**src/include/uart_pkg.sv**
```systemverilog
// uart_pkg: register map, field positions, reset values and timing counts
// for the serial port core. assumes a 32-bit axi4-lite register bus.
`default_nettype none
package uart_pkg;
  // register byte offsets
  localparam logic [7:0] BUF_OFF   = 8'h00;  // serial_buffer_reg
  localparam logic [7:0] CTRL_OFF  = 8'h04;  // serial_control_reg
  localparam logic [7:0] PWR_OFF   = 8'h08;  // power_control_reg
  localparam logic [7:0] RELOAD_OFF = 8'h0c; // bit rate reload count
  // serial_control_reg fields
  localparam int CTRL_TXF  = 0;  // tx_complete_flag
  localparam int CTRL_RXF  = 1;  // rx_complete_flag
  localparam int CTRL_REN  = 2;  // receive enable
  localparam int CTRL_R9   = 3;  // rx_ninth_bit
  localparam int CTRL_MPQ  = 4;  // multiproc_qualify_bit
  localparam int CTRL_MODE = 5;  // 0 shift mode, 1 ten-bit mode
  localparam int CTRL_TXA  = 6;  // transmit active (read only)
  localparam int CTRL_RXA  = 7;  // receive active (read only)
  localparam int PWR_DBL   = 0;  // baud_double_bit
  localparam logic [7:0] RELOAD_RST = 8'h01;
  // machine cycle: six states of one clock each, so shift rate is clock / 6;
  // both phases of a state share its single clock
  localparam logic [3:0] PH_LAST  = 4'h5;  // s6p2
  localparam logic [3:0] PH_S1P1  = 4'h0;
  localparam logic [3:0] PH_S3P1  = 4'h2;
  localparam logic [3:0] PH_S5P2  = 4'h4;
  localparam logic [3:0] PH_S6P1  = 4'h5;
  // timer1 prescale: 192 clocks = 16 ticks * 12, halved with doubling
  localparam logic [3:0] PRE_FULL = 4'hb;  // divide by 12 (plain rate)
  localparam logic [3:0] PRE_HALF = 4'h5;  // divide by 6 (doubled rate)
  localparam logic [1:0] AXI_OKAY   = 2'b00;
  localparam logic [1:0] AXI_SLVERR = 2'b10;
endpackage : uart_pkg
`default_nettype wire

```
**src/hw/uart_core.sv**
```systemverilog
// uart_core: serial port with synchronous shift mode and ten-bit async mode,
// registers on axi4-lite. assumes core_clk is the cpu clock; shift_data_pin
// and rx pin are asynchronous and synchronised here.
// Behaviour
// - shift mode moves eight bits lsb first, clock on shift_clock_pin, cpu clock / 6
// - buffer write in shift mode loads marker, transmit starts one machine cycle later
// - shift clock low s3..s5, high s6..s2; transmit shifts right at s6p2
// - zeros fill from left; marker beside msb ends send, sets tx flag
// - receive starts with enable set and rx flag clear; preload 11111110
// - receive shift clock toggles s3p1/s6p1; shift left at s6p2 with s5p2 sample
// - preload zero at left ends receive, loads buffer, sets rx flag
// - async frame is start 0, 8 data lsb first, stop 1; stop stored as ninth bit
// - async bit rate comes from timer 1 overflow
// - async buffer write requests; start at next divide-by-16 rollover
// - send drives start bit; data enabled a bit later; first shift a bit after
// - marker alone at bit 0 (stop bit sent): final shift, end send, set tx flag
// - receiver samples at 16x; falling edge resets counter, loads 1ff
// - samples at counter states 6, 7, 8 with majority vote
// - start bit majority not zero: abandon and hunt again
// - nine-bit receive register; start bit at left triggers final shift
// - load only if rx flag clear and qualify clear or stop one
// - baud doubling bit resets to zero and doubles the rate
// - rate = clock / 192 (or 96) / reload count
//
// The AXI4-Lite interface to the registers and the address map were chosen for this implementation.
`default_nettype none
module uart_core (
  input  wire logic        core_clk,
  input  wire logic        rstn,
  input  wire logic [7:0]  s_axi_awaddr,
  input  wire logic        s_axi_awvalid,
  output logic             s_axi_awready,
  input  wire logic [31:0] s_axi_wdata,
  input  wire logic [3:0]  s_axi_wstrb,
  input  wire logic        s_axi_wvalid,
  output logic             s_axi_wready,
  output logic [1:0]       s_axi_bresp,
  output logic             s_axi_bvalid,
  input  wire logic        s_axi_bready,
  input  wire logic [7:0]  s_axi_araddr,
  input  wire logic        s_axi_arvalid,
  output logic             s_axi_arready,
  output logic [31:0]      s_axi_rdata,
  output logic [1:0]       s_axi_rresp,
  output logic             s_axi_rvalid,
  input  wire logic        s_axi_rready,
  input  wire logic        rxd_in,
  output logic             txd_out,
  input  wire logic        shift_data_pin_in,
  output logic             shift_data_pin_out,
  output logic             shift_data_pin_oe,
  output logic             shift_clock_pin
);
  typedef enum logic [1:0] {TX_IDLE = 2'b00, TX_WAIT = 2'b01, TX_RUN = 2'b10} tx_state_t;
  typedef enum logic [1:0] {RX_IDLE = 2'b00, RX_ARM = 2'b01, RX_RUN = 2'b10} rx_state_t;

  logic [7:0]  serial_buffer_reg;     // receive side
  logic [7:0]  reload_reg;
  logic        tx_complete_flag;
  logic        rx_complete_flag;
  logic        ren_reg;
  logic        rx_ninth_bit;
  logic        multiproc_qualify_bit;
  logic        mode_reg;
  logic        baud_double_bit;
  logic [3:0]  phase_reg;
  logic [3:0]  pre_reg;
  logic [7:0]  t1_reg;
  logic        tick16;
  logic [3:0]  txdiv_reg;
  logic        roll;
  logic [2:0]  rx_sync_reg;
  logic [2:0]  sd_sync_reg;
  logic        rx_pin;
  logic        sd_pin;
  tx_state_t   tx_state;
  rx_state_t   rx_state;
  logic [8:0]  tx_shift_reg;
  logic        tx_data_en;
  logic        tx_start_seen;
  logic [8:0]  rx_shift_reg;
  logic [3:0]  rx_div_reg;
  logic [2:0]  vote_reg;
  logic        rx_prev_reg;
  logic        m0_sample_reg;
  logic        aw_hold, w_hold;
  logic [7:0]  aw_addr_reg;
  logic [31:0] w_data_reg;
  logic [3:0]  w_strb_reg;
  logic        wr_fire;
  logic        buf_wr;
  logic        ctrl_wr;
  logic        rx_start_m0;
  logic        m0_end_rx;
  logic        a_rx_done;
  logic        tx_set, rx_set;

  // majority of three votes
  function automatic logic majority(input logic [2:0] v);
    majority = (v[0] & v[1]) | (v[0] & v[2]) | (v[1] & v[2]);
  endfunction : majority

  // lines send lsb first but the shift registers fill from bit 0 upward
  function automatic logic [7:0] rev8(input logic [7:0] v);
    for (int i = 0; i < 8; i++) rev8[i] = v[7 - i];
  endfunction : rev8

  // pin synchronisers: a level counts once stages two and three agree
  always_ff @(posedge core_clk or negedge rstn) begin
    if (!rstn) begin
      rx_sync_reg <= 3'h7;
      sd_sync_reg <= 3'h7;
      rx_pin      <= 1'b1;
      sd_pin      <= 1'b1;
    end else begin
      rx_sync_reg <= {rx_sync_reg[1:0], rxd_in};
      sd_sync_reg <= {sd_sync_reg[1:0], shift_data_pin_in};
      if (rx_sync_reg[1] == rx_sync_reg[2]) rx_pin <= rx_sync_reg[2];
      if (sd_sync_reg[1] == sd_sync_reg[2]) sd_pin <= sd_sync_reg[2];
    end
  end

  // machine-cycle state counter, 6 clocks per cycle, one shift per cycle
  always_ff @(posedge core_clk or negedge rstn) begin
    if (!rstn) phase_reg <= 4'h0;
    else if (phase_reg == uart_pkg::PH_LAST) phase_reg <= 4'h0;
    else phase_reg <= phase_reg + 4'h1;
  end

  // timer 1 stand-in: 16x tick = clock/12 (or /6) per reload count
  always_ff @(posedge core_clk or negedge rstn) begin
    if (!rstn) begin
      pre_reg <= 4'h0;
      t1_reg  <= 8'h00;
      tick16  <= 1'b0;
    end else begin
      tick16 <= 1'b0;
      if (pre_reg == (baud_double_bit ? uart_pkg::PRE_HALF : uart_pkg::PRE_FULL)) begin
        pre_reg <= 4'h0;
        if (t1_reg + 8'h01 >= reload_reg) begin
          t1_reg <= 8'h00;
          tick16 <= 1'b1;
        end else t1_reg <= t1_reg + 8'h01;
      end else pre_reg <= pre_reg + 4'h1;
    end
  end

  // transmit divide-by-16 counter; roll marks each bit boundary
  always_ff @(posedge core_clk or negedge rstn) begin
    if (!rstn) txdiv_reg <= 4'h0;
    else if (tick16) txdiv_reg <= txdiv_reg + 4'h1;
  end
  assign roll = tick16 && (txdiv_reg == 4'hf);

  // axi write: address and data taken in either order, response after both
  assign wr_fire = aw_hold && w_hold && !s_axi_bvalid;
  assign buf_wr  = wr_fire && aw_addr_reg == uart_pkg::BUF_OFF && w_strb_reg[0];
  assign ctrl_wr = wr_fire && aw_addr_reg == uart_pkg::CTRL_OFF && w_strb_reg[0];
  always_ff @(posedge core_clk or negedge rstn) begin
    if (!rstn) begin
      aw_hold <= 1'b0; w_hold <= 1'b0;
      aw_addr_reg <= 8'h00; w_data_reg <= 32'h0000_0000; w_strb_reg <= 4'h0;
      s_axi_awready <= 1'b0; s_axi_wready <= 1'b0;
      s_axi_bvalid <= 1'b0; s_axi_bresp <= uart_pkg::AXI_OKAY;
    end else begin
      s_axi_awready <= !aw_hold && !s_axi_awready && s_axi_awvalid;
      s_axi_wready  <= !w_hold && !s_axi_wready && s_axi_wvalid;
      if (s_axi_awvalid && s_axi_awready) begin
        aw_hold <= 1'b1;
        aw_addr_reg <= s_axi_awaddr;
      end
      if (s_axi_wvalid && s_axi_wready) begin
        w_hold <= 1'b1;
        w_data_reg <= s_axi_wdata;
        w_strb_reg <= s_axi_wstrb;
      end
      if (wr_fire) begin
        s_axi_bvalid <= 1'b1;
        s_axi_bresp  <= (aw_addr_reg > uart_pkg::RELOAD_OFF || aw_addr_reg[1:0] != 2'b00)
                        ? uart_pkg::AXI_SLVERR : uart_pkg::AXI_OKAY;
        aw_hold <= 1'b0;
        w_hold  <= 1'b0;
      end
      if (s_axi_bvalid && s_axi_bready) s_axi_bvalid <= 1'b0;
    end
  end

  // axi read: one cycle to accept, data on the next
  always_ff @(posedge core_clk or negedge rstn) begin
    if (!rstn) begin
      s_axi_arready <= 1'b0; s_axi_rvalid <= 1'b0;
      s_axi_rdata <= 32'h0000_0000; s_axi_rresp <= uart_pkg::AXI_OKAY;
    end else begin
      s_axi_arready <= s_axi_arvalid && !s_axi_arready && !s_axi_rvalid;
      if (s_axi_arvalid && s_axi_arready) begin
        s_axi_rvalid <= 1'b1;
        s_axi_rresp  <= uart_pkg::AXI_OKAY;
        unique case (s_axi_araddr)
          uart_pkg::BUF_OFF:    s_axi_rdata <= {24'h000000, serial_buffer_reg};
          uart_pkg::CTRL_OFF:   s_axi_rdata <= {24'h000000, rx_state == RX_RUN, tx_state != TX_IDLE,
                                                mode_reg, multiproc_qualify_bit, rx_ninth_bit, ren_reg,
                                                rx_complete_flag, tx_complete_flag};
          uart_pkg::PWR_OFF:    s_axi_rdata <= {31'h0000_0000, baud_double_bit};
          uart_pkg::RELOAD_OFF: s_axi_rdata <= {24'h000000, reload_reg};
          default: begin
            s_axi_rdata <= 32'h0000_0000;
            s_axi_rresp <= uart_pkg::AXI_SLVERR;
          end
        endcase
      end else if (s_axi_rvalid && s_axi_rready) s_axi_rvalid <= 1'b0;
    end
  end

  // software control bits; flags: hardware set wins over software clear
  always_ff @(posedge core_clk or negedge rstn) begin
    if (!rstn) begin
      ren_reg <= 1'b0; multiproc_qualify_bit <= 1'b0; mode_reg <= 1'b0;
      baud_double_bit <= 1'b0;
      reload_reg <= uart_pkg::RELOAD_RST;
      tx_complete_flag <= 1'b0; rx_complete_flag <= 1'b0;
    end else begin
      if (ctrl_wr) begin
        ren_reg  <= w_data_reg[uart_pkg::CTRL_REN];
        multiproc_qualify_bit <= w_data_reg[uart_pkg::CTRL_MPQ];
        mode_reg <= w_data_reg[uart_pkg::CTRL_MODE];
      end
      if (wr_fire && aw_addr_reg == uart_pkg::PWR_OFF && w_strb_reg[0])
        baud_double_bit <= w_data_reg[uart_pkg::PWR_DBL];
      if (wr_fire && aw_addr_reg == uart_pkg::RELOAD_OFF && w_strb_reg[0])
        reload_reg <= (w_data_reg[7:0] == 8'h00) ? 8'h01 : w_data_reg[7:0];
      if (tx_set) tx_complete_flag <= 1'b1;
      else if (ctrl_wr) tx_complete_flag <= w_data_reg[uart_pkg::CTRL_TXF];
      if (rx_set) rx_complete_flag <= 1'b1;
      else if (ctrl_wr) rx_complete_flag <= w_data_reg[uart_pkg::CTRL_RXF];
    end
  end

  // transmit machine, independent of receive
  always_ff @(posedge core_clk or negedge rstn) begin
    if (!rstn) begin
      tx_state <= TX_IDLE; tx_shift_reg <= 9'h000; tx_data_en <= 1'b0;
      tx_start_seen <= 1'b0; tx_set <= 1'b0;
    end else begin
      tx_set <= 1'b0;
      if (buf_wr) begin
        tx_shift_reg <= {1'b1, w_data_reg[7:0]};
        tx_state <= TX_WAIT; tx_data_en <= 1'b0; tx_start_seen <= 1'b0;
      end else unique case (tx_state)
        TX_IDLE: ;
        TX_WAIT: begin
          // shift mode: send one machine cycle after the write
          if (!mode_reg && phase_reg == uart_pkg::PH_LAST) tx_state <= TX_RUN;
          // async: start at the next divide-by-16 rollover
          if (mode_reg && roll) tx_state <= TX_RUN;
        end
        TX_RUN: begin
          if (!mode_reg) begin
            if (phase_reg == uart_pkg::PH_LAST) begin
              tx_shift_reg <= {1'b0, tx_shift_reg[8:1]};
              if (tx_shift_reg[8:1] == 8'h01) begin
                tx_state <= TX_IDLE; tx_set <= 1'b1;
              end
            end
          end else if (roll) begin
            if (!tx_start_seen) begin
              tx_start_seen <= 1'b1; tx_data_en <= 1'b1;
            end else begin
              tx_shift_reg <= {1'b0, tx_shift_reg[8:1]};
              if (tx_shift_reg[8:1] == 8'h00) begin
                tx_state <= TX_IDLE; tx_data_en <= 1'b0; tx_set <= 1'b1;
              end
            end
          end
        end
        default: tx_state <= TX_IDLE;
      endcase
    end
  end

  // shift-mode receive start condition and end detection
  assign rx_start_m0 = !mode_reg && ren_reg && !rx_complete_flag;
  assign m0_end_rx   = phase_reg == uart_pkg::PH_LAST && !rx_shift_reg[7];

  // async bit counter and majority voting window
  always_ff @(posedge core_clk or negedge rstn) begin
    if (!rstn) begin
      rx_div_reg <= 4'h0; vote_reg <= 3'h7; rx_prev_reg <= 1'b1; m0_sample_reg <= 1'b1;
    end else begin
      rx_prev_reg <= rx_pin;
      if (mode_reg && rx_state == RX_IDLE && rx_prev_reg && !rx_pin) rx_div_reg <= 4'h0;
      else if (tick16) begin
        rx_div_reg <= rx_div_reg + 4'h1;
        if (rx_div_reg >= 4'h6 && rx_div_reg <= 4'h8)
          vote_reg <= {vote_reg[1:0], rx_pin};
      end
      if (phase_reg == uart_pkg::PH_S5P2) m0_sample_reg <= sd_pin;
    end
  end
  assign a_rx_done = tick16 && rx_div_reg == 4'hf;

  // receive machine
  always_ff @(posedge core_clk or negedge rstn) begin
    if (!rstn) begin
      rx_state <= RX_IDLE; rx_shift_reg <= 9'h1ff; rx_set <= 1'b0;
      serial_buffer_reg <= 8'h00; rx_ninth_bit <= 1'b0;
    end else begin
      rx_set <= 1'b0;
      unique case (rx_state)
        RX_IDLE: begin
          // rx_set not yet in the flag: without this a finished receive re-arms
          if (rx_start_m0 && !rx_set) rx_state <= RX_ARM;
          else if (mode_reg && ren_reg && rx_prev_reg && !rx_pin) begin
            rx_shift_reg <= 9'h1ff; rx_state <= RX_RUN;
          end
        end
        RX_ARM: if (phase_reg == uart_pkg::PH_LAST) begin
          rx_shift_reg <= {1'b1, 8'hfe};
          rx_state <= RX_RUN;
        end
        RX_RUN: begin
          if (!mode_reg) begin
            if (phase_reg == uart_pkg::PH_LAST) begin
              rx_shift_reg <= {1'b1, rx_shift_reg[6:0], m0_sample_reg};
              if (m0_end_rx) begin
                serial_buffer_reg <= rev8({rx_shift_reg[6:0], m0_sample_reg});
                rx_set <= 1'b1; rx_state <= RX_IDLE;
              end
            end
          end else if (a_rx_done) begin
            if (rx_shift_reg == 9'h1ff && majority(vote_reg)) rx_state <= RX_IDLE;
            else if (!rx_shift_reg[8]) begin
              rx_state <= RX_IDLE;
              if (!rx_complete_flag && (!multiproc_qualify_bit || majority(vote_reg))) begin
                serial_buffer_reg <= rev8(rx_shift_reg[7:0]);
                rx_ninth_bit <= majority(vote_reg);
                rx_set <= 1'b1;
              end
            end else rx_shift_reg <= {rx_shift_reg[7:0], majority(vote_reg)};
          end
        end
        default: rx_state <= RX_IDLE;
      endcase
    end
  end
  // pins: shift clock low s3..s5, high s6..s2 while active
  always_ff @(posedge core_clk or negedge rstn) begin
    if (!rstn) begin
      shift_clock_pin <= 1'b1; shift_data_pin_out <= 1'b1; shift_data_pin_oe <= 1'b0; txd_out <= 1'b1;
    end else begin
      shift_clock_pin <= !(!mode_reg && (tx_state == TX_RUN || rx_state == RX_RUN)
                           && phase_reg >= uart_pkg::PH_S3P1 && phase_reg < uart_pkg::PH_S6P1);
      shift_data_pin_oe  <= !mode_reg && tx_state == TX_RUN;
      shift_data_pin_out <= tx_shift_reg[0];
      txd_out <= !(mode_reg && tx_state == TX_RUN) ? 1'b1 : (tx_data_en ? tx_shift_reg[0] : 1'b0);
    end
  end
endmodule : uart_core
`default_nettype wire

```
**config.mk**
```make
export PLATFORM = sky130hd
export DESIGN_NAME = uart_core
export DESIGN_NICKNAME = d
export VERILOG_FILES = /design/src/include/uart_pkg.sv /design/src/hw/uart_core.sv
export SDC_FILE = /design/constraint.sdc
export NUM_CORES = 1
export LEC_CHECK = 0
export BUFFER_PORTS_ARGS = -buffer_cell sky130_fd_sc_hd__buf_2
export CORE_MARGIN = 2
export CORE_UTILIZATION = 34
export CTS_CLUSTER_SIZE = 16
export DETAILED_ROUTE_END_ITERATION = 8
export PLACE_DENSITY_LB_ADDON = 0.25
export SETUP_SLACK_MARGIN = 0.05
export SLEW_MARGIN = 15
export SYNTH_ARGS = -nofsm -noshare
export SYNTH_HDL_FRONTEND = slang
export SYNTH_SLANG_ARGS = --single-unit
```
**constraint.sdc**
```tcl
create_clock -name core_clk -period 4.8 [get_ports core_clk]
set_clock_uncertainty 0.2 [all_clocks]
set_input_delay 0.48 -clock core_clk [delete_from_list [all_inputs] [get_ports core_clk]]
set_output_delay 0.48 -clock core_clk [all_outputs]
set_load 0.1 [all_outputs]
```
==> metrics, run 1 <==
DRT met1 WL 6005 um; Final Hold Viols 4; n_diodes 0; worst-path fanout max 9; mean post-synth cell area 10.84 um2; Via density a little under 5; starting density of the core 34.97%; DR WL/cell between 10 and 15 um; vias in the first global route 4270; Core Util, Final 40.52%; Tmin final 3.094 ns; highest routed layer met4; die area 19000 um2; Worst setup SP type flop; share of layout cells above drive strength 1 23.69%; initial antenna violation count 0; worst hold path class input port to asynchronous set/reset pin; root buf cell clkbuf_16; Worst Path Arrival 3.19 ns; Total Routed Length 12360 um; Min Hold Slack -0.01319 ns; Cells after DPL ~820; post-cts sizing count 0; LEAKAGE between 3 and 4 nW; setup tns final 0 ns; gpl congestion 0.7950; depth of the CTS H-tree 4; PortBufs between 50 and 60; Mapped Area 6091 um2; Slowest-stage cell, CP o31ai_1; metal2 WL 5659 um; pwr dens 534.2 nW/um2; P&R area growth vs syn 15.88%; largest net degree at the start of global routing 72; die height 137.8 um; worst r2r dst t1_reg[0]; row count between 40 and 50; antenna-violating nets left 0; f_max about 0.32 GHz; GR Overflow Total 0; Worst Tran Pin Value 1.109 ns; metal3 WL about 500 um; Setup Viol. Count Final 0; Post-synth EDFFs 0; unrepaired setup endpoints after global routing false; Num CTS Buffers 17; Syn Inst Count 562; synth warn 0; Max Slew Vio Count 0; Max IR drop VDD between 0.2 and 0.3 mV; Post-DP HPWL 8737 um; Core Region roughly 17000 um2; gr usage total 14.34%; flop-to-flop setup slack approximately 1.7 ns; Synth async-reset ratio 100.0%; post-synthesis sequential area ratio 51.89%; Finished Layout Cells 854; Main synth FF type dfrtp_1; Skew-Pair Late Insertion Delay about 0.41 ns; nets around 690; crit-path cells ha_1, nand4_1, xnor2_1, ha_1, nand4_1, o31ai_1, nor2_1, mux2_2; Worst path max stage delay between 0.8 and 0.9 ns; Reg2Reg Depth 8; Max Cap Viol 0; Die W 137.8 um; Yosys cell types 60; global-route wire length before repair between 20000 and 25000 um; Sink Count 125; failing checks hold timing; dpl cell area 6472 um2; Synth Register Bits 125; max_slew headroom 25.63%; first-pass iteration count of the detailed router 4; outcome finished with violations; worst flop-to-flop path startpoint t1_reg[0]; Clock Tree Buf Depth 2; TritonCTS clock tree yes; cell area after layout 7058 um2; crit path capture type flop; Crit Path Category flop to flop; Clock transition at path regs 0.05 ns; period utilization 64.46%; drt drc 0; Required @ worst endpoint 4.89 ns; DRT iter0 DRCs 296; I/O pin count around 110; Vias roughly 4200
[power by group]
group          internal (mW)  switching (mW)  leakage, nW
Sequential              1.34           0.269         1.55
Clock                  0.782           0.440        0.274
Combinational          0.357           0.586         1.36
Total                   2.48            1.29         3.19
[stage by stage]
step | power [mW] | setup slack, ns
2_1_floorplan | 2.315 | 2.231
3_3_place_gp | 2.520 | 1.696
3_5_place_dp | 2.566 | 1.671
4_1_cts | 3.811 | 1.647
5_1_grt | 4.019 | 1.377
6_report | 3.771 | 1.706
[cells in the mapped netlist, types with 3 or more instances]
cell type  count  area, um2
dfrtp_1       99       2477
nand2_1       39      146.4
a21oi_1       38      190.2
nor2_1        36      135.1
o21ai_0       34      170.2
inv_1         33      123.9
mux2i_1       31      310.3
mux2_2        29      326.6
buf_4         26      195.2
dfstp_2       26      683.2
ha_1          16      200.2
clkbuf_1      13      48.80
nor2b_1       11      68.82
nand2b_1       8      50.05
nand4_1        8      50.05
nor3_1         8      40.04
xnor2_1        8      70.07
mux2_4         7      105.1
nand3_1        7      35.03
or4_1          7      52.55
xor2_1         6      52.55
a31oi_1        5      31.28
and2_1         5      31.28
nor4_1         5      31.28
nor3b_1        4      30.03
a22o_1         3      26.28
buf_1          3      11.26
maj3_1         3      30.03
o21a_1         3      22.52
[cell usage in the layout, fill, tap and decap left out, drive strengths merged, types with 3 or more instances in the layout]
| cell | synthesis | routed |
|---|---|---|
| a31oi | 5 | 5 |
| nand2 | 39 | 39 |
| nand3 | 7 | 7 |
| mux2 | 36 | 36 |
| xnor2 | 8 | 8 |
| o21a | 3 | 3 |
| inv | 33 | 33 |
| maj3 | 3 | 3 |
| nand2b | 8 | 8 |
| mux2i | 31 | 31 |
| nand4 | 8 | 8 |
| nor2b | 11 | 11 |
| a21oi | 38 | 38 |
| ha | 16 | 16 |
| conb | 1 | 26 |
| nor3 | 9 | 9 |
| or4 | 8 | 8 |
| a22o | 3 | 3 |
| nor4 | 5 | 5 |
| dfstp | 26 | 26 |
| clkbuf | 13 | 23 |
| nor3b | 4 | 4 |
| dfrtp | 99 | 99 |
| and2 | 5 | 5 |
| xor2 | 6 | 6 |
| o21ai | 35 | 35 |
| buf | 32 | 54 |
| nor2 | 36 | 36 |
| clkinv | 0 | 5 |
[how the worst max path moves through the flow]
stage | startpoint | depth (start not counted) | endpoint | slack, ns
3_3_place_gp | mode_reg | 4 | serial_buffer_reg[0] | 1.70
5_1_grt | t1_reg[0] | 8 | t1_reg[0] | 1.38
6_report | t1_reg[0] | 8 | t1_reg[0] | 1.71
3_5_place_dp | mode_reg | 4 | serial_buffer_reg[3] | 1.67
2_1_floorplan | s_axi_bvalid | 5 | reload_reg[1] | 2.23
4_1_cts | t1_reg[0] | 8 | t1_reg[0] | 1.65
[logic make-up (layout without fill, tap and decap cells)]
group | count (synthesis) | count (layout) | share of synthesized area [%]
compound gates | 101 | 101 | 9.532
xor+xnor | 14 | 14 | 2.013
fa+ha+maj | 19 | 19 | 3.780
buf+inv | 78 | 120 | 6.574
flops | 125 | 125 | 51.89
mux | 68 | 68 | 12.55
other cells | 1 | 26 | 0.06157
simple gates | 156 | 156 | 13.60
[per-layer routing]
| layer | GRT usage [%] | vias to the layer above |
|---|---|---|
| met5 | 0 | - |
| met4 | 6.349 | 0 |
| met3 | 3.458 | 16 |
| met2 | 21.75 | 90 |
| met1 | 19.44 | 2047 |
| li1 | - | 2032 |
[critical path: cells and delay by family (launching register included)]
| family | cells | cell delay, ns |
|---|---|---|
| AOI/OAI and AO/OA | 1 | 0.84 |
| DFF | 1 | 0.45 |
| and+or+nand+nor | 3 | 0.38 |
| muxes | 1 | 0.30 |
| xor gates and xnor gates | 1 | 0.17 |
| adders and majority gates | 2 | 0.62 |
[layout make-up]
cell class                      count  area, um2
Fill cell                        1698      10360
Timing Repair Buffer               56      297.8
Multi-Input combinational cell    384       2635
Sequential cell                   125       3161
Clock inverter                      8      91.34
Tap cell                          225      281.5
Inverter                           33      123.9
Clock buffer                       23      467.9
[timing repair]
action                    CTS  global route
hold endpoints to repair    2             0
buffers inserted            0             0
hold buffers                2             0
Power figures use the tool's default switching activity.
==> run 2: changes to the inputs <==
Clock period 4.8 ns to 2.83 ns, I/O delays scaled along.
==> run 2 against run 1 <==
  * The run now ends clean
  * Count of clock-buffer cells in the layout is 6 lower
  * Clock power is 75% higher
  * Final cell count is 3.9% higher
  * Utilization is 2.0 points higher
  * Non-clock buffer count is 33 higher
  * Register-to-register slack worse by 1.4 ns
  * Worst hold slack better by 0.16 ns
  * Fmax is 22% higher
  * Largest power group unchanged
==> metrics, run 2 (synthesis results as in run 1) <==
worst-path fanout max 9 (unchanged); first-pass iteration count of the detailed router 4 (unchanged); unrepaired setup endpoints after global routing false; gpl congestion 0.8345 (+5.0%); row count 48 (unchanged); Worst Tran Pin Value 0.5413 ns (-0.5681 ns); Tmin final 2.534 ns (-0.5604 ns); depth of the CTS H-tree 4 (unchanged); worst hold path class input port to flop; Finished Layout Cells 887 (+3.9%); crit path capture type flop; Max IR drop VDD 0.4879 mV (+77%); TritonCTS clock tree yes; Die W 137.8 um (unchanged); initial antenna violation count 0 (unchanged); PortBufs 52 (unchanged); delay-heaviest family, CP simple AND/OR/NAND/NOR gates; n_diodes 0 (unchanged); crit-path cells or4_1, or4_4, or3_4, mux2_4; outcome complete, no violations; most common cell after layout, fill and taps aside dfrtp_1; P&R area growth vs syn 21.49%; commonest non-fill, non-tap cells in the layout dfrtp_1, buf_2, nand2_1; I/O pin count 106 (unchanged); Max Cap Viol 0 (unchanged); Num CTS Buffers 17 (unchanged); Clock Tree Buf Depth 2 (unchanged); metal2 WL 5592 um (-1.2%); Crit Path Category flop to flop; max_slew headroom 63.91% (+38 points); setup bufs post-CTS 0 (unchanged); global-route wire length before repair 21060 um (about the same); Slowest-stage cell, CP or4_1; Worst setup SP type flop; Final WS setup 0.2961 ns (-1.410 ns); Cells after DPL 831 (+1.2%); Worst Path Arrival 2.63 ns (-0.56 ns); DRT met1 WL 6001 um (about the same); Core Region 17420 um2 (unchanged); share of layout cells above drive strength 1 24.77% (+1.1 points); Sink Count 125 (unchanged); die area 19000 um2 (unchanged); GR Overflow Total 0 (unchanged); Post-DP HPWL 8818 um (+0.92%); DRT iter0 DRCs 169 (-43%); Total Routed Length 12220 um (-1.2%); Final Hold Viols 0 (-4); pwr dens 882.3 nW/um2 (+65%); antenna-violating nets left 0 (unchanged); f_max 0.3946 GHz (+22%); period utilization 89.54% (+25 points); drt drc 0 (unchanged); Power Total 6.528 mW (+73%); Setup WS pre-CTS 0.1440 ns (-1.527 ns); metal3 WL 488 um (-2.4%); setup tns final 0 ns (unchanged); largest net degree at the start of global routing 77 (+6.9%); LEAKAGE 3.338 nW (+4.8%); Clock transition at path regs 0.06 ns (about the same); Skew-Pair Late Insertion Delay 0.41 ns (about the same); Max Slew Vio Count 0 (unchanged); highest routed layer met4; root buf cell clkbuf_16; gr usage total 14.27% (-0.064 points); Setup Viol. Count Final 0 (unchanged); die height 137.8 um (unchanged); Min Hold Slack 0.1432 ns (+0.1564 ns); nets 727 (+4.8%); worst path bufs/invs 0 (unchanged); Required @ worst endpoint 2.92 ns (-1.97 ns); DR WL/cell 13.78 um (-4.8%); starting density of the core 34.97% (unchanged); Worst path max stage delay 0.55 ns (-0.29 ns); Via density 4.797 (-2.1%); Vias 4255 (+1.7%); vias in the first global route 4283 (+0.30%)
==> run 2: changes by cell type in the layout (fill, tap and decap cells not counted), moves of 2 or more <==
cell,previous run,this run
clkbuf_1,4,0
inv_6,0,5
dlygate4sd3_1,2,25
clkinv_2,4,1
clkinvlp_4,1,4
buf_4,3,12
clkbuf_8,2,0
==> run 2: final cells by class <==
cell class                 count  area [um2]
sequential                   125        3161
clock buffer                  17       425.4
fill                        1665       10020
timing repair buffer          89       615.6
inverter                      33       123.9
clock inverter                14       158.9
tap                          225       281.5
multi-input combinational    384        2634
==> run 2: worst register-to-register path: stages, from the launching register on <==
cell	delay (ns)
dfrtp_1	0.37
or4_1	0.55
or4_4	0.53
or3_4	0.44
mux2_4	0.32
==> run 2: final timing paths <==
check | start | end | slack (ns) | cells after the start
hold / removal | s_axi_araddr[7] | s_axi_rdata[1] | 0.14 | 3
hold reg to reg | sd_sync_reg[0] | sd_sync_reg[1] | 0.15 | 0
setup reg to reg | aw_addr_reg[1] | reload_reg[2] | 0.30 | 4
max in group asynchronous | rstn | reload_reg[0] | 1.44 | 3
min in group asynchronous | rstn | shift_data_pin_oe | 0.20 | 2
setup / recovery | aw_addr_reg[1] | reload_reg[2] | 0.30 | 4
==> run 2: through the flow <==
| stage | area (um2) | utilization (%) |
|---|---|---|
| 4_1_cts | 7395 | 42.46 |
| 3_5_place_dp | 6560 | 37.67 |
| 2_1_floorplan | 6185 | - |
| 3_3_place_gp | 6560 | 37.67 |
| 5_1_grt | 7400 | 42.49 |
| 6_report | 7400 | 42.49 |
==> run 2: repair_timing <==
action                                 4_1_cts  5_1_grt
hold buffers                                25        0
resized for setup                            0        1
endpoints found under the hold margin       43        0
setup endpoints to repair                    0        2
==> run 2: layer usage <==
metal | up-vias | global-route usage [%]
li1 | 2098 | -
met5 | - | 0
met3 | 10 | 3.863
met1 | 2051 | 19.08
met4 | 0 | 4.705
met2 | 96 | 22.47
==> run 2: report_power, final <==
group,internal (mW),switching (mW)
Clock,1.31,0.828
Combinational,0.663,1.01
Sequential,2.27,0.454
==> run 3: changes to the inputs <==
Settings changed: CORE_UTILIZATION 34 to 51, PLACE_DENSITY set to 0.77, PLACE_DENSITY_LB_ADDON 0.25 to unset, RECOVER_POWER set to 100.
==> run 3 against run 2 <==
  * Sequential power about the same
  * Worst hold slack worse by 0.0078 ns
  * Sequential cell count did not move
  * Non-clock buffer count shrank 3
  * Die area shrank 32%
  * First-iteration DRC count grew 73%
  * Routed wire length increased by 0.46%
  * Sequential share of layout area up 1.4 points
  * Final area shrank 3.1%
  * Combinational power barely moved
  * Clock power decreased by 6%
  * Critical path type unchanged
==> metrics, run 3 (synthesis results as in run 1) <==
LEAKAGE 3.208 nW (-3.9%); gpl congestion 0.8262 (-0.99%); Worst path max stage delay 0.55 ns (about the same); sequential group share of total power 42.5% (+0.8 points); Reg2Reg Depth 4 (unchanged); DR WL/cell 15.27 um (+11%); Skew-Pair Late Insertion Delay 0.42 ns (about the same); period utilization 93.72% (+4.2 points); Required @ worst endpoint 2.92 ns (about the same); pwr dens 892.1 nW/um2 (+1.1%); f_max 0.3770 GHz (-4.5%); most common cell after layout, fill and taps aside dfrtp_1; Final Hold Viols 0 (unchanged); starting density of the core 52.89% (+18 points); crit-path cells or4_1, or4_4, or3_1, mux2_1; die height 113.3 um (-18%); P&R area growth vs syn 17.71%; worst hold path class input port to flop; worst-path fanout max 9 (unchanged); cell area after layout 7169 um2 (-3.1%); Worst Path Arrival 2.75 ns (+0.12 ns); unrepaired setup endpoints after global routing false; nets 724 (-0.41%); Slowest-stage cell, CP or4_1; Worst setup SP type flop; Crit Path Category flop to flop; Setup Viol. Count Final 0 (unchanged); PortBufs 52 (unchanged); row count 39 (-19%); CP startpoint aw_addr_reg[1]; antenna-violating nets left 0 (unchanged); Pint 4.150 mW (-2.1%); Cells after DPL 746 (-10%); vias in the first global route 4240 (-1.0%); Clock Power Share 31.5% (-1.2 points); GR Overflow Total 0 (unchanged); largest net degree at the start of global routing 79 (+2.6%); Gate power share 26.0% (+0.4 points); Final WS setup 0.1778 ns (-0.1183 ns); Max Slew Vio Count 0 (unchanged); Vias 4396 (+3.3%); Core Region 11520 um2 (-34%); Fillers 905 (-46%); post-cts sizing count 0 (unchanged); gr usage total 20.57% (+6.3 points); Net Switching 2.245 mW (-2.0%); dpl cell area 6435 um2 (-1.9%); switching share of power 35.11% (about the same); DRT iter0 DRCs 293 (+73%); crit path capture type flop; depth of the CTS H-tree 4 (unchanged); Sink Count 125 (unchanged); share of layout cells above drive strength 1 18.48% (-6.3 points); Max IR drop VDD 0.4993 mV (+2.3%); commonest non-fill, non-tap cells in the layout dfrtp_1, nand2_1, a21oi_1; flop-to-flop setup slack 0.18 ns (-0.12 ns); Worst Tran Pin Value 1.200 ns (+0.6590 ns); worst flop-to-flop path startpoint aw_addr_reg[1]; I/O pin count 106 (unchanged); TritonCTS clock tree yes; Tmin final 2.652 ns (+0.1183 ns); Via density 5.468 (+14%); die area 12830 um2 (-32%); outcome complete, no violations; initial antenna violation count 1 (+1); Power Total 6.396 mW (-2.0%); Die W 113.3 um (-18%); Clock transition at path regs 0.06 ns (about the same); root buf cell clkbuf_16; Core Util, Final 62.26% (+20 points); Setup WS pre-CTS 0.1430 ns (-0.0009130 ns); max_slew headroom 19.98% (-44 points); Total Routed Length 12280 um (+0.46%); Num CTS Buffers 17 (unchanged); Max Cap Viol 0 (unchanged); setup tns final 0 ns (unchanged); Finished Layout Cells 804 (-9.4%); setup bufs post-CTS 0 (unchanged); Min Hold Slack 0.1354 ns (-0.007809 ns); Post-DP HPWL 8117 um (-8.0%); drt drc 0 (unchanged); hold buffers post-CTS 25 (unchanged); worst r2r dst reload_reg[4]; first-pass iteration count of the detailed router 4 (unchanged); Clock Tree Buf Depth 2 (unchanged); Worst Setup EP reload_reg[4]; global-route wire length before repair 20730 um (-1.5%)
==> run 3: changes by cell type in the layout (fill, tap and decap cells not counted), sizes merged <==
cell      before  now
clkbuf        17   48
diode          0    1
bufinv         2    1
clkinv         2    5
clkinvlp       4    3
inv           39   34
buf           64   35
==> run 3: worst min path at each step <==
stage                     from        endpoint  slack (ns)  cells past startpoint
2_1_floorplan             rstn  aw_addr_reg[0]       -0.21                      0
3_3_place_gp              rstn    phase_reg[0]        0.12                      1
3_5_place_dp              rstn    phase_reg[0]        0.13                      1
4_1_cts        s_axi_araddr[3]  s_axi_rdata[3]        0.12                      4
5_1_grt         sd_sync_reg[0]  sd_sync_reg[1]        0.16                      0
6_report       s_axi_araddr[3]  s_axi_rdata[3]        0.14                      4
==> run 3: power by group through the flow <==
stage / Sequential (mW) / Combinational [mW] / Clock [mW]
after floorplan: 2.79 / 1.14 / 0
after global placement: 2.69 / 1.57 / 0
after detailed placement: 2.73 / 1.63 / 0
after CTS: 2.71 / 1.68 / 2.05
after global routing: 2.78 / 1.85 / 2.14
final: 2.72 / 1.66 / 2.01
==> run 3: worst max-delay path: cells and delay by family (launching register included) <==
family           cells  cell delay, ns
AND/OR/NAND/NOR      3            1.59
multiplexers         1            0.38
flip-flops           1            0.36
==> run 3: layout make-up <==
class,instances,area (um2),area share (%)
repair buffers,86,551.8,7.696
well taps,143,178.9,2.496
diodes,1,2.502,0.03490
clock buffers,22,464.2,6.475
multi-input cells,384,2597,36.23
flip-flops and latches,125,3161,44.08
inverters,33,123.9,1.728
clock inverters,10,90.09,1.257
==> run 3: layer usage <==
layer  up-vias  share of wire (%)  GRT usage, %
li1       2093                  -             -
met1      2169                 45         27.61
met2       114                 48         32.10
met3        20                4.4         5.570
met4         0                1.9         7.967
met5         -                  0             0
